[src/include/rfc_pkg.sv]
/*
  Package for the RFID front end control block: timing figures, derived
  cycle counts, mode states and packed carriers.
  Assumes a 40 MHz core clock and an RF carrier near 125 kHz.
*/
package rfc_pkg;

  // ------------------------------------------------------------
  // Clock and timing figures
  // ------------------------------------------------------------
  localparam int CORE_CLK_KHZ          = 40000;  // Core clock rate
  localparam int WAKE_SETTLE_TIME_MS   = 35;     // Settling, longest
  localparam int WAKE_SETTLE_TYP_MS    = 25;     // Settling, typical
  localparam int MODULATION_ENTRY_US   = 50;     // Entry budget
  localparam int DEMOD_DELAY_TYP_US    = 40;     // Demod delay typical
  localparam int DEMOD_DELAY_MAX_US    = 100;    // Demod delay longest
  localparam int RECEIVE_RECOVERY_US   = 500;    // Recovery budget
  localparam int RF_PERIOD_US          = 8;      // One carrier period
  // RF clocks per settling interval (longest, rounded down)
  localparam int SETTLE_RF_CLOCKS      =
    (WAKE_SETTLE_TIME_MS * 1000) / RF_PERIOD_US;
  // Entry budget in core cycles (rounded down)
  localparam int ENTRY_CYCLES          =
    (MODULATION_ENTRY_US * CORE_CLK_KHZ) / 1000;
  // Input synchroniser depth, two flops per pin; not read by the block
  localparam int DEMOD_SYNC_STAGES     = 2;
  localparam int RESUME_RF_CLOCKS      = 41;     // Hold after release
  localparam int CNT_W                 = 16;     // Counter width

  // ------------------------------------------------------------
  // Control states
  // ------------------------------------------------------------
  typedef enum logic [2:0] {
    RFC_SLEEP,
    RFC_SETTLE,
    RFC_RUN,
    RFC_MODULATE,
    RFC_RESUME,
    RFC_FAULT
  } rfc_state_t;

  // ------------------------------------------------------------
  // Pin carriers
  // ------------------------------------------------------------
  typedef struct packed {
    logic sleep_request;
    logic modulate_request;
    logic rf_clock;
    logic antenna_sense_input;
    logic short_detect;
  } rfc_in_t;

  typedef struct packed {
    logic antenna_drive_a;
    logic antenna_drive_a_oe_n;
    logic antenna_drive_b;
    logic antenna_drive_b_oe_n;
    logic ready_clock;
    logic ready_clock_oe_n;
    logic demodulated_output;
    logic chain_hold;
  } rfc_out_t;

endpackage

[src/hw/rfc_frontend_ctrl.sv]
/*
  Control and sequencing of the RFID reader front end: sleep, wake
  settling, carrier gating, modulation hold and resume, short shutdown.
  Assumes the locked carrier arrives as RF_CLK from the analog loop and
  the comparator result arrives on ANT_SENSE; both are sampled here.
*/
// Notes on behaviour
// - Settle within 35 ms after sleep release
// - Enter modulation within 50 us of request
// - Demod output follows sense within 100 us
// - Receive chain ready within 500 us after
// - RF counts measured in carrier periods
// - Sleep request high keeps field off
// - Awake: drive field, demodulate, present output
// - Modulate request tri-states drivers, carrier synchronous
// - Oscillator and demod hold during modulation
// - Wait 41 RF clocks before resuming chain
// - Short detected: tri-state driver, ready low
// - Resume after short only via sleep
// - Sleep forces ready/clock output low
// - After settling, ready/clock mirrors drive A
// - Ready/clock keeps toggling during modulation
// - During settling ready/clock undriven, pulled low
// - Ready/clock drives during partial-depth modulation
// - Sample synchronously, comparator passes asynchronously; here the comparator also goes through the two sync flops
// - Carrier locked 100-150 kHz, then held
// - Single-ended modulation: only drive A released
`timescale 1ns/100ps

module rfc_frontend_ctrl
  import rfc_pkg::*;
#(
  parameter int SETTLE_COUNT = SETTLE_RF_CLOCKS  // Settling RF clocks
) (
  // Clock and reset
  input  wire logic CORE_CLK,
  input  wire logic RST_N,
  // Host pins
  input  wire logic SLEEP_REQUEST,
  input  wire logic MODULATE_REQUEST,
  output logic      DEMODULATED_OUTPUT,
  output logic      READY_CLOCK,
  output logic      READY_CLOCK_OE_N,
  // Analog side
  input  wire logic RF_CLK,
  input  wire logic ANT_SENSE,
  input  wire logic SHORT_DETECT,
  input  wire logic SINGLE_ENDED,
  output logic      ANTENNA_DRIVE_A,
  output logic      ANTENNA_DRIVE_A_OE_N,
  output logic      ANTENNA_DRIVE_B,
  output logic      ANTENNA_DRIVE_B_OE_N,
  output logic      CHAIN_HOLD
);

  // ------------------------------------------------------------
  // Input synchronisers
  // ------------------------------------------------------------
  rfc_in_t sync1;   // First stage, read by second only
  rfc_in_t sync2;   // Second stage, safe to use
  rfc_in_t raw_in;  // Packed raw pins

  always_comb begin
    raw_in.sleep_request       = SLEEP_REQUEST;
    raw_in.modulate_request    = MODULATE_REQUEST;
    raw_in.rf_clock            = RF_CLK;
    raw_in.antenna_sense_input = ANT_SENSE;
    raw_in.short_detect        = SHORT_DETECT;
  end

  // Two flops per pin; sleep resets high so the field starts off
  always_ff @(posedge CORE_CLK or negedge RST_N) begin
    if (!RST_N) begin
      sync1 <= '{sleep_request: 1'b1, default: 1'b0};
      sync2 <= '{sleep_request: 1'b1, default: 1'b0};
    end else begin
      sync1 <= raw_in;
      sync2 <= sync1;
    end
  end

  // ------------------------------------------------------------
  // RF clock edge finder and single-ended strap
  // ------------------------------------------------------------
  // Mode register, declared early: the strap capture reads it
  rfc_state_t state;       // Current mode
  rfc_state_t next_state;
  logic rf_prev;       // Previous synced RF level
  logic next_rf_prev;
  logic rf_rise;       // One carrier period boundary
  logic se_mode;       // Wiring option, caught while in sleep
  logic next_se_mode;
  logic se_sync1;      // Strap synchroniser
  logic se_sync2;

  always_comb begin
    next_rf_prev = sync2.rf_clock;
    rf_rise      = sync2.rf_clock & ~rf_prev;
    next_se_mode = (state == RFC_SLEEP) ? se_sync2 : se_mode;
  end

  always_ff @(posedge CORE_CLK or negedge RST_N) begin
    if (!RST_N) begin
      rf_prev  <= 1'b0;
      se_sync1 <= 1'b0;
      se_sync2 <= 1'b0;
      se_mode  <= 1'b0;
    end else begin
      rf_prev  <= next_rf_prev;
      se_sync1 <= SINGLE_ENDED;
      se_sync2 <= se_sync1;
      se_mode  <= next_se_mode;
    end
  end

  // ------------------------------------------------------------
  // Sequencer
  // ------------------------------------------------------------
  logic [CNT_W-1:0] count;       // RF clock counter
  logic [CNT_W-1:0] next_count;
  logic             mod_rf;      // Request aligned to carrier
  logic             next_mod_rf;

  always_comb begin
    next_state  = state;
    next_count  = count;
    next_mod_rf = mod_rf;
    // Request only changes on a carrier boundary, no partial period
    if (rf_rise) begin
      next_mod_rf = sync2.modulate_request;
    end
    if (sync2.sleep_request) begin
      // Sleep wins over everything, also the only exit from fault
      next_state = RFC_SLEEP;
      next_count = '0;
    end else begin
      case (state)
        RFC_SLEEP: begin
          next_state = RFC_SETTLE;
          next_count = '0;
        end
        RFC_SETTLE: begin
          // Lock and operating point settle, counted in RF clocks
          if (rf_rise) begin
            next_count = count + 1'b1;
          end
          if (count >= CNT_W'(SETTLE_COUNT)) begin
            next_state = RFC_RUN;
            next_count = '0;
          end
        end
        RFC_RUN: begin
          if (mod_rf) begin
            next_state = RFC_MODULATE;
          end
        end
        RFC_MODULATE: begin
          if (!mod_rf) begin
            next_state = RFC_RESUME;
            next_count = '0;
          end
        end
        RFC_RESUME: begin
          if (mod_rf) begin
            next_state = RFC_MODULATE;
          end else begin
            if (rf_rise) begin
              next_count = count + 1'b1;
            end
            if (count >= CNT_W'(RESUME_RF_CLOCKS)) begin
              next_state = RFC_RUN;
              next_count = '0;
            end
          end
        end
        RFC_FAULT: begin
          next_state = RFC_FAULT;
        end
        default: begin
          next_state = RFC_SLEEP;
        end
      endcase
      // Short outranks normal operation once awake
      if (sync2.short_detect && state != RFC_SLEEP) begin
        next_state = RFC_FAULT;
      end
    end
  end

  always_ff @(posedge CORE_CLK or negedge RST_N) begin
    if (!RST_N) begin
      state  <= RFC_SLEEP;
      count  <= '0;
      mod_rf <= 1'b0;
    end else begin
      state  <= next_state;
      count  <= next_count;
      mod_rf <= next_mod_rf;
    end
  end

  // ------------------------------------------------------------
  // Output stage
  // ------------------------------------------------------------
  rfc_out_t outs;       // Registered pins
  rfc_out_t next_outs;
  logic     field_on;   // Drivers may toggle
  logic     clk_out_on; // Ready/clock active

  always_comb begin
    field_on   = (state == RFC_SETTLE) || (state == RFC_RUN) ||
                 (state == RFC_RESUME);
    clk_out_on = (state == RFC_RUN) || (state == RFC_MODULATE) ||
                 (state == RFC_RESUME);
    next_outs = '0;
    // Drivers tri-stated unless field is on
    next_outs.antenna_drive_a      = field_on & sync2.rf_clock;
    next_outs.antenna_drive_a_oe_n = ~field_on;
    next_outs.antenna_drive_b      = field_on & ~sync2.rf_clock;
    // Single-ended wiring only releases drive A on modulation
    next_outs.antenna_drive_b_oe_n =
      ~(field_on || (se_mode && state == RFC_MODULATE));
    if (se_mode && state == RFC_MODULATE) begin
      next_outs.antenna_drive_b = ~sync2.rf_clock;
    end
    // Settle leaves the pin to the weak pull-down; sleep forces low
    next_outs.ready_clock      = clk_out_on & sync2.rf_clock;
    next_outs.ready_clock_oe_n = (state == RFC_SETTLE);
    // Hold chain while modulating and through the resume wait
    next_outs.chain_hold =
      (state == RFC_MODULATE) || (state == RFC_RESUME);
    // Comparator result passes; held level kept while chain frozen
    if (next_outs.chain_hold) begin
      next_outs.demodulated_output = outs.demodulated_output;
    end else begin
      next_outs.demodulated_output =
        clk_out_on & sync2.antenna_sense_input;
    end
  end

  always_ff @(posedge CORE_CLK or negedge RST_N) begin
    if (!RST_N) begin
      outs <= '{antenna_drive_a_oe_n: 1'b1, antenna_drive_b_oe_n: 1'b1,
                default: 1'b0};
    end else begin
      outs <= next_outs;
    end
  end

  assign ANTENNA_DRIVE_A      = outs.antenna_drive_a;
  assign ANTENNA_DRIVE_A_OE_N = outs.antenna_drive_a_oe_n;
  assign ANTENNA_DRIVE_B      = outs.antenna_drive_b;
  assign ANTENNA_DRIVE_B_OE_N = outs.antenna_drive_b_oe_n;
  assign READY_CLOCK          = outs.ready_clock;
  assign READY_CLOCK_OE_N     = outs.ready_clock_oe_n;
  assign DEMODULATED_OUTPUT   = outs.demodulated_output;
  assign CHAIN_HOLD           = outs.chain_hold;
endmodule

[config.mk]
export PLATFORM = sky130hd
export DESIGN_NAME = rfc_frontend_ctrl
export DESIGN_NICKNAME = d
export VERILOG_FILES = /design/src/include/rfc_pkg.sv /design/src/hw/rfc_frontend_ctrl.sv
export SDC_FILE = /design/constraint.sdc
export NUM_CORES = 1
export LEC_CHECK = 0
export ABC_CLOCK_PERIOD_IN_PS = 2550
export BUFFER_PORTS_ARGS = -buffer_cell sky130_fd_sc_hd__buf_2
export CORE_UTILIZATION = 59
export DETAILED_ROUTE_END_ITERATION = 8
export PLACE_DENSITY = 0.87
export SETUP_SLACK_MARGIN = 0.5
export SYNTH_ARGS = -nofsm -noshare
export SYNTH_HDL_FRONTEND = slang
export SYNTH_SLANG_ARGS = --single-unit
[constraint.sdc]
create_clock -name CORE_CLK -period 2.55 [get_ports CORE_CLK]
set_input_delay 0.255 -clock CORE_CLK [delete_from_list [all_inputs] [get_ports CORE_CLK]]
set_output_delay 0.255 -clock CORE_CLK [all_outputs]
set_load 0.03 [all_outputs]
==> results.md, run 1 <==
- Status: finished, final reports clean
- List of most frequent post-synthesis cells: 38 x dfrtp_1, 13 x o21ai_0, 12 x nor2_1
- Top_reg_cell synth: dfrtp_1
- Io pins: 16
- Met2 wire len: 2030 µm
- DR vias/cell: 6.057
- Yosys reg bits: 42
- CTS tree: built
- Filler cells: 246
- Final worst setup slack: 0.6064 ns
- Total CTS buffers: 5
- Critical Path RT: 2.83 ns
- CP Capture Type: flip-flop
- Worst-path clk slew: 0.13 ns
- Final Max Slew Viols: 0
- WL per Instance: 15.74 µm
- Max Cap Viol: 0
- DRC viols: 0
- Post-Synthesis Cell Area: 0.002027 mm²
- Total wire length: 4124 µm
- Final Hold Fails: 0
- Synth Area per Inst: 10.24 µm²
- N_diodes: 0
- Most frequent cell after synthesis: dfrtp_1
- Register area share after synthesis: 0.5210
- Syn Nets: 209
- Synth area leaders: dfrtp_1 47%, dfstp_2 5.2%, nor3_2 3.5%
- Lkg Pwr: 0.0009770 µW
- Detailed-router iteration count before antenna repair: 6
- Post-DP HPWL: 2739 µm
- 1st-iter DRT viols: 100
- Hold Slack: 0.001361 ns
- All-Layer GR Usage: 0.2677
- Area Overhead vs Synth: 12.35%
- Cell Rows: 20
- Max Clk Rate: 0.5145 GHz
- Post CTS Setup Buffer Count: 0
- Routed vias: 1587
- Total Die Area: 0.003674 mm²
- Initial antenna violation count: 0
- Yosys cell types: 49
- CTS H-Tree Depth: 2
- Final Util: 0.7222
- Tcrit/Tclk final: 0.7622
- Antenna Violating Nets Remaining: 0
- Final Non-Filler Cells: 262
- CTS Buffer Depth: 2
- Crit path launch type: flip-flop
- Power per Cell Area: 643.1 mW/mm²
- Ys Warns: 0
- Core ar.: 0.003153 mm²
- HP Class: in2async
- Width of the die: 60.62 µm
- Metal3 WL: 204 µm
- Ys async rst share: 1.000
- Clock root cell: clkbuf_4
- Synth area leader: dfrtp_1
- Clock Sinks: 42
- Initial core utilization: 0.6429
- Fin crit period: 1.944 ns
- Largest net degree at the start of global routing: 43
- Max-slew headroom: 0.4042
- GRT overflow: 0
- Number of enable flip-flop cells after synthesis: 0
- Input/output buffers: 15
- Syn Inst Count: 198
- Setup TNS: 0 ns
- Critical-path maximum fanout: 12
- Share of post-route cells with drive strength above 1: 0.2248
- CP Class: reg2reg
- Worst Skew: 0.01082 ns
- Dpl cells: 248
- VDD IR max: 0.4855 mV
- RSZ-0062 raised after global routing: false
- Setup Slack @ Placement: 0.5804 ns
- Arr. time, crit path: 2.22 ns
- Vias in the first global route: 1557
- Finish-stage setup viols: 0
- Share of the synthesized area in the top cell type: 0.4691
- Uppermost layer routed: met4
- RD Place Congestion: 0.8743
- Slew at the pin closest to its max-slew limit: 0.8936 ns
- Global-route wire length before repair: 7051 µm
- Die Y: 60.62 µm
- Post-Route M1 WL: 1788 µm
- Clock Latency Late Sink: 0.36 ns
- Total Nets Final: 228
[cells by family (layout without fill, tap and decap cells)]
kind of cell / count (synthesis) / in the layout / synth area share
AO/OA/AOI/OAI: 47 / 47 / 0.1475
XOR/XNOR: 3 / 3 / 0.01297
adder cells (fa/ha/maj): 3 / 3 / 0.01852
buffers and inverters: 18 / 38 / 0.03951
flip-flops: 42 / 42 / 0.5210
multiplexers: 3 / 3 / 0.01543
AND/OR/NAND/NOR: 82 / 82 / 0.2451
[cell type report]
type                    instances  area [µm²]  area share
clock buffers                   5       37.54     0.01648
clock inverters                 3       40.04     0.01758
inverters                       7       26.28     0.01154
multi-input cells             138       908.4      0.3989
flip-flops and latches         42        1060      0.4654
well taps                      44       55.05     0.02418
repair buffers                 23       150.1     0.06593
[state kept, by name, summed over array words and instances (netlist names), 3 cells and up]
name   flops
state      3
count     16
sync1      5
sync2      4
[worst max-delay path: stages, from the launching register on]
cell and delay [ns]:
dfrtp_2 0.47, ha_1 0.25, a21o_1 0.21, a211oi_2 0.29
o211ai_2 0.15, and3_4 0.29, a311oi_2 0.20
[metrics by stage]
step / instance area, µm² / power, µW
2_1_floorplan: 2027 / 977.0
3_3_place_gp: 2118 / 1034
3_5_place_dp: 2118 / 1044
4_1_cts: 2256 / 1462
5_1_grt: 2277 / 1532
6_report: 2277 / 1464
[routing by layer]
layer | global-route usage | up-vias
met3 | 0.05757 | 12
li1 | - | 760
met5 | 0 | -
met2 | 0.4490 | 52
met4 | 0.1299 | 0
met1 | 0.3296 | 763
[timing repair]
item	4_1_cts	5_1_grt
endpoints found under the setup margin	0	14
hold buffers	6	0
gates resized for setup	0	6
endpoints found under the hold margin	6	0
[path summary, 6_finish.rpt]
check	from	endpoint	slack (ns)	cells past startpoint
max	count[0]	count[11]	0.61	6
min	RST_N	sync2[0]	0.001	1
max reg2reg	count[0]	count[11]	0.61	6
min reg2reg	sync1[4]	sync2[4]	0.37	0
max in group asynchronous	RST_N	count[0]	1.93	1
min in group CORE_CLK	sync1[4]	sync2[4]	0.37	0
[cell usage in the layout (no fill, tap or decap), types with 3 or more instances in the layout]
cell type      netlist  final
clkbuf_4             0      5
buf_2                4     15
nor4_1               8      7
a21oi_1             10     10
dfrtp_2              0      3
ha_1                 3      3
dfstp_2              4      4
nor3_2               7      7
nand4_1              6      6
nand3_1              8      8
nor3_1               7      7
and2_1               5      5
dlygate4sd3_1        0      6
nor2b_1              3      3
a21o_1               3      3
o21ai_0             13     13
nand2_1             11     11
o21ai_1              3      3
nor2_1              12     12
a31oi_1              4      4
dfrtp_1             38     35
inv_1                7      7
[power by group]
group / total (µW) / switching, µW / leakage [µW] / internal [µW]
clock: 417 / 214 / 0.0000450 / 203
sequential: 773 / 47.6 / 0.000532 / 725
combinational: 274 / 180 / 0.000400 / 94.1
(Power assumes the default switching activity.)
==> run 2, diff against run 1 <==
Settings changed: ABC_AREA set to 1, ABC_CLOCK_PERIOD_IN_PS 2550 to 1980, PLACE_DENSITY 0.87 to 0.86.
Clock period 2.55 ns to 1.98 ns, I/O delays scaled along.
==> results.md, run 2 <==
- Crit-path slowest cell: dfrtp_2
- Arr. time, crit path: 1.80 ns (-0.42 ns)
- WL per Instance: 13.00 µm (-17%)
- List of most frequent post-synthesis cells: 55 x nand2_1, 38 x dfrtp_1, 21 x inv_1, 21 x nor2_1, 11 x nand3_1
- All-Layer GR Usage: 0.2409 (-0.02683)
- Lkg Pwr: 0.001190 µW (+22%)
- Clock Latency Late Sink: 0.36 ns (about the same)
- Reg with most FFs: count
- Total Nets Final: 284 (+25%)
- CTS tree: built
- Setup TNS: 0 ns (unchanged)
- Critical-path maximum fanout: 5 (-7)
- Initial antenna violation count: 0 (unchanged)
- R2R Setup Slk: 0.47 ns (-0.14 ns)
- Width of the die: 62.29 µm (+2.8%)
- Top_reg_cell synth: dfrtp_1
- Clock root cell: clkbuf_4
- Share of the synthesized area in the top cell type: 0.4434 (-0.02573)
- Pwr Total: 2762 µW (+89%)
- Area of the multi-input gates: 994.7 µm² (+9.5%)
- Die Y: 62.29 µm (+2.8%)
- Max-slew headroom: 0.7939 (+0.3897)
- Clock Sinks: 42 (unchanged)
- Io pins: 16 (unchanged)
- Total CTS buffers: 5 (unchanged)
- DR vias/cell: 5.300 (-13%)
- GRT overflow: 0 (unchanged)
- Synth area leaders: dfrtp_1 44%, nand2_1 9.6%, dfstp_2 4.9%
- RSZ-0062 raised after global routing: true
- Register area share after synthesis: 0.4924 (-0.02857)
- Antenna Violating Nets Remaining: 0 (unchanged)
- Post-DP HPWL: 2953 µm (+7.8%)
- Crit path launch type: flip-flop
- DRC viols: 0 (unchanged)
- CTS H-Tree Depth: 2 (unchanged)
- Max Clk Rate: 0.6610 GHz (+28%)
- Core ar.: 0.003416 mm² (+8.3%)
- Post-Synthesis Cell Area: 0.002145 mm² (+5.8%)
- Commonest non-fill, non-tap cells in the layout: 55 x nand2_1, 34 x dfrtp_1, 20 x inv_1, 20 x nor2_1, 15 x buf_2
- CP Class: reg2reg
- Initial core utilization: 0.6278 (-0.01502)
- Slew at the pin closest to its max-slew limit: 0.3091 ns (-0.5845 ns)
- Routed vias: 1696 (+6.9%)
- Largest net degree at the start of global routing: 19 (-56%)
- Syn Inst Count: 238 (+20%)
- Total wire length: 4160 µm (+0.87%)
- Synth Area per Inst: 9.011 µm² (-12%)
- Tcrit/Tclk final: 0.7640 (+0.001835)
- Syn Nets: 249 (+19%)
- Final Hold Fails: 0 (unchanged)
- Ys async rst share: 1.000 (unchanged)
- Max Cap Viol: 0 (unchanged)
- N_diodes: 0 (unchanged)
- VDD IR max: 0.6357 mV (+31%)
- Final Max Slew Viols: 0 (unchanged)
- Synth area leader: dfrtp_1
- CP max stage delay: 0.47 ns (about the same)
- FF+latch area: 0.001061 mm² (+0.12%)
- CP Capture Type: flip-flop
- Cell chain of the critical path: ha_4, nand3_2, nand4_1, nand2_1, nand3_2, nand2_4, nand3_4, o21ai_2
- Yosys cell types: 34 (-31%)
- Top cell by count, worst path: nand3_2
- CTS Buffer Depth: 2 (unchanged)
- Critical Path RT: 2.27 ns (-0.56 ns)
- Worst Skew: 0.007894 ns (-0.002923 ns)
- HP Class: in2async
- Top flop regs: count (16), sync1 (5), sync2 (4)
- Max reg flops: 16 (unchanged)
- Hold Slack: 0.2401 ns (+0.2387 ns)
- Area Overhead vs Synth: 16.74%
- RD Place Congestion: 0.9120 (+4.3%)
- RR Endpoint: count[0]
- RR Startpoint: count[0]
- Finish-stage setup viols: 0 (unchanged)
- R2R depth: 8 (+2)
- Number of enable flip-flop cells after synthesis: 0 (unchanged)
- Yosys reg bits: 42 (unchanged)
- Vias in the first global route: 1588 (+2.0%)
- Global-route wire length before repair: 7238 µm (+2.7%)
- Final Util: 0.7330 (+0.01075)
- Input/output buffers: 15 (unchanged)
- Status: finished, final reports clean
- Ys Warns: 0 (unchanged)
- Worst-path clk slew: 0.14 ns (about the same)
- Filler cells: 255 (+3.7%)
- Power per Cell Area: 1103 mW/mm² (+72%)
- Cell Rows: 21 (+5.0%)
- Total Die Area: 0.003880 mm² (+5.6%)
- Most frequent cell after synthesis: nand2_1
- Detailed-router iteration count before antenna repair: 5 (-1)
- Commonest non-fill, non-tap cell in the layout: nand2_1
- 1st-iter DRT viols: 96 (-4.0%)
- Share of post-route cells with drive strength above 1: 0.3358 (+0.1110)
- Fin crit period: 1.513 ns (-0.4308 ns)
-- run 2: cell types whose count changed after synthesis, sizes merged, moves of 7 or more --
cell / change
nand2: +52
inv: +22
nor2: +18
nand3: +7
nor3: -7
nor4: -7
-- run 2: layout make-up --
type,instances,area share
clock inverters,3,0.01149
clock buffers,5,0.01499
inverters,29,0.04448
multi-input cells,164,0.3973
repair buffers,31,0.08496
well taps,46,0.02299
flip-flops and latches,42,0.4238
-- run 2: what timing repair did --
action,4_1_cts,5_1_grt
setup buffers,3,2
resized for setup,11,4
hold buffers,7,0
hold endpoints to repair,17,0
setup endpoints to repair,16,17
pin swaps,2,5
cloned,0,0
-- run 2: cell families after synthesis --
logic type,synth area share
simple gates,0.3151
flops,0.4924
buf+inv,0.06476
compound gates,0.08577
xor+xnor,0.02450
fa+ha+maj,0.01750
-- run 2: how the worst max path moves through the flow --
stage | start | end | slack [ns]
after floorplan | count[0] | count[12] | 0.59
after global placement | count[0] | count[6] | 0.43
after detailed placement | count[0] | count[6] | 0.40
after CTS | count[0] | count[12] | 0.49
after global routing | count[1] | state[2] | 0.34
final | count[0] | count[0] | 0.47
-- run 2: worst max-delay path: cells and delay by family, from the launching register on --
kind / cells / cell delay (ns)
compound gates: 1 / 0.15
fa+ha+maj: 1 / 0.20
flops: 1 / 0.47
simple gates: 6 / 0.62
-- run 2: report_power, final --
part           internal, µW  switching, µW
sequential             1010            101
combinational           374            811
clock                   154            312
total                  1540           1220
-- run 2: metrics by stage --
stage / instance area (µm²) / setup WS [ns] / cells
2_1_floorplan: 2145 / 0.5885 / 238
3_3_place_gp: 2280 / 0.4289 / 300
3_5_place_dp: 2280 / 0.4022 / 300
4_1_cts: 2475 / 0.4912 / 318
5_1_grt: 2504 / 0.3370 / 320
6_report: 2504 / 0.4672 / 320
-- run 2: routing by layer --
metal | part of all wire | vias to the layer above | track usage
met5 | 0 | - | 0
met4 | 0.015 | 0 | 0.09012
met3 | 0.060 | 8 | 0.04596
met2 | 0.48 | 63 | 0.3613
met1 | 0.45 | 786 | 0.3490
li1 | - | 839 | -
==> run 3, diff against run 2 <==
Settings changed: ABC_CLOCK_PERIOD_IN_PS 1980 to 1230, CORE_UTILIZATION 59 to 53, PLACE_DENSITY 0.86 to 0.82.
Clock period 1.98 ns to 1.23 ns, I/O delays scaled along.
==> results.md, run 3 (same netlist as run 2, synthesis figures left out) <==
- Detailed-router iteration count before antenna repair: 8 (+3)
- WL per Instance: 18.15 µm (+40%)
- Worst Skew: 0.004437 ns (-0.003457 ns)
- Final Max Slew Viols: 0 (unchanged)
- Global-route wire length before repair: 9901 µm (+37%)
- Area Overhead vs Synth: 47.78%
- Slew at the pin closest to its max-slew limit: 0.3577 ns (+0.04860 ns)
- Final worst setup slack: -0.4103 ns (-0.8775 ns)
- CP Capture Type: flip-flop
- RR Startpoint: count[1]
- Status: complete, but fails checks
- Max Cap Viol: 0 (unchanged)
- Die Y: 65.61 µm (+5.3%)
- Post-DP HPWL: 3862 µm (+31%)
- Crit-path slowest cell: dfrtp_1
- DR vias/cell: 5.666 (+6.9%)
- Crit path max-delay family: simple AND/OR/NAND/NOR gates
- Cell chain of the critical path: inv_2, ha_2, nor2_1, nand2_1, nand3_2, nand3_4, nand2_2, nand2_1, nand3_2, nand2_2, nand2_1, nand2_1
- Clock Latency Late Sink: 0.31 ns (-0.05 ns)
- CTS tree: built
- CP Class: reg2reg
- Commonest non-fill, non-tap cells in the layout: 50 x buf_4, 46 x nand2_1, 33 x dfrtp_1
- Clock root cell: clkbuf_8
- All-Layer GR Usage: 0.3077 (+0.06682)
- Total CTS buffers: 5 (unchanged)
- Commonest non-fill, non-tap cell in the layout: buf_4
- Vias in the first global route: 2137 (+35%)
- Pwr Total: 6308 µW (+130%)
- Input/output buffers: 15 (unchanged)
- Tcrit/Tclk final: 1.334 (+0.5696)
- RD Place Congestion: 0.8729 (-4.3%)
- Finish-stage setup viols: 24 (+24)
- DRC viols: 0 (unchanged)
- Top cell by count, worst path: nand2_1
- CP Launch Point: count[1]
- CTS H-Tree Depth: 2 (unchanged)
- Antenna Violating Nets Remaining: 0 (unchanged)
- Critical Path RT: 1.43 ns (-0.84 ns)
- Final Hold Fails: 15 (+15)
- VDD IR max: 1.278 mV (+100%)
- Critical-path maximum fanout: 3 (-2)
- Total Die Area: 0.004305 mm² (+11%)
- Failing checks: negative hold slack, negative setup slack
- Largest net degree at the start of global routing: 28 (+9)
- Final Util: 0.8404 (+0.1074)
- Worst-path clk slew: 0.09 ns (-0.05 ns)
- Width of the die: 65.61 µm (+5.3%)
- 1st-iter DRT viols: 223 (+130%)
- N_diodes: 0 (unchanged)
- RSZ-0062 raised after global routing: true
- Io pins: 16 (unchanged)
- Power per Cell Area: 1990 mW/mm² (+80%)
- GRT overflow: 0 (unchanged)
- CP max stage delay: 0.42 ns (-0.05 ns)
- Initial antenna violation count: 0 (unchanged)
- Max-slew headroom: 0.7615 (-0.03240)
- CTS Hold Bufs: 6 (-1)
- Total wire length: 6841 µm (+64%)
- Total Nets Final: 339 (+19%)
- Share of post-route cells with drive strength above 1: 0.5198 (+0.1840)
- Fin crit period: 1.640 ns (+0.1275 ns)
- Reg with most FFs: count
- Hold Slack: -0.2937 ns (-0.5338 ns)
- Top flop regs: count (16), sync1 (5), sync2 (4)
- Lkg Pwr: 0.001539 µW (+29%)
- Worst path bufs/invs: 1 (+1)
- Cell Rows: 22 (+4.8%)
- Clock Sinks: 42 (unchanged)
- Crit path launch type: flip-flop
- CTS Buffer Depth: 2 (unchanged)
- Max Clk Rate: 0.6096 GHz (-7.8%)
- HP Class: in2async
- Max reg flops: 16 (unchanged)
- Initial core utilization: 0.5687 (-0.05916)
- Routed vias: 2136 (+26%)
- Core ar.: 0.003771 mm² (+10%)
- Arr. time, crit path: 1.84 ns (+0.04 ns)
==> run 3: power breakdown <==
part	switching (µW)	internal (µW)
Combinational	1960	1500
Sequential	220	1630
Clock	574	425
Total	2750	3560
==> run 3: final cells by class <==
type	count	area [µm²]
multi-input cells	164	1100
flip-flops and latches	42	1062
repair buffers	86	738.2
fillers	194	601.8
inverters	29	111.4
clock buffers	5	68.82
well taps	48	60.06
clock inverters	3	28.78
==> run 3: worst paths after layout <==
check,to,slack (ns),cells after the start
worst max-delay path,state[0],-0.41,12
worst min-delay path,count[3],-0.29,1
worst max register to register,state[0],-0.41,12
worst min register to register,next_rf_prev,0.35,0
max in group asynchronous,ANTENNA_DRIVE_A_OE_N,0.99,2
min in group CORE_CLK,next_rf_prev,0.35,0
==> run 3: metrics by stage <==
stage | setup slack, ns | setup TNS [ns] | hold slack [ns] | area, µm² | cells
after floorplan | -0.1152 | -1.540 | -0.1726 | 2170 | 238
after global routing | -0.4839 | -7.406 | -0.2562 | 3169 | 377
after CTS | -0.2889 | -4.127 | -0.2784 | 3030 | 369
after detailed placement | -0.3021 | -4.616 | 0.05486 | 2631 | 344
final | -0.4103 | -6.196 | -0.2937 | 3169 | 377
after global placement | -0.2402 | -3.516 | 0.05274 | 2631 | 344
==> run 3: metal layers <==
| layer | global-route usage | vias up | wire (µm) |
|---|---|---|---|
| met2 | 0.5180 | 132 | 3465 |
| met5 | 0 | - | 0 |
| met1 | 0.3825 | 1025 | 2533 |
| met4 | 0.1332 | 0 | 280 |
| met3 | 0.05903 | 36 | 560 |
| li1 | - | 943 | - |
==> run 3: timing repair <==
action,CTS,global route
resized for setup,48,22
pin swaps,16,7
hold endpoints to repair,19,13
cloned,0,0
setup buffers,11,8
endpoints found under the setup margin,37,37
==> run 3: worst register-to-register path, stage by stage (launching register included) <==
cell and delay [ns]:
dfrtp_1 0.42, inv_2 0.07, ha_2 0.18, nor2_1 0.11
nand2_1 0.08, nand3_2 0.11, nand3_4 0.09, nand2_2 0.07
nand2_1 0.06, nand3_2 0.10, nand2_2 0.09, nand2_1 0.08
nand2_1 0.06
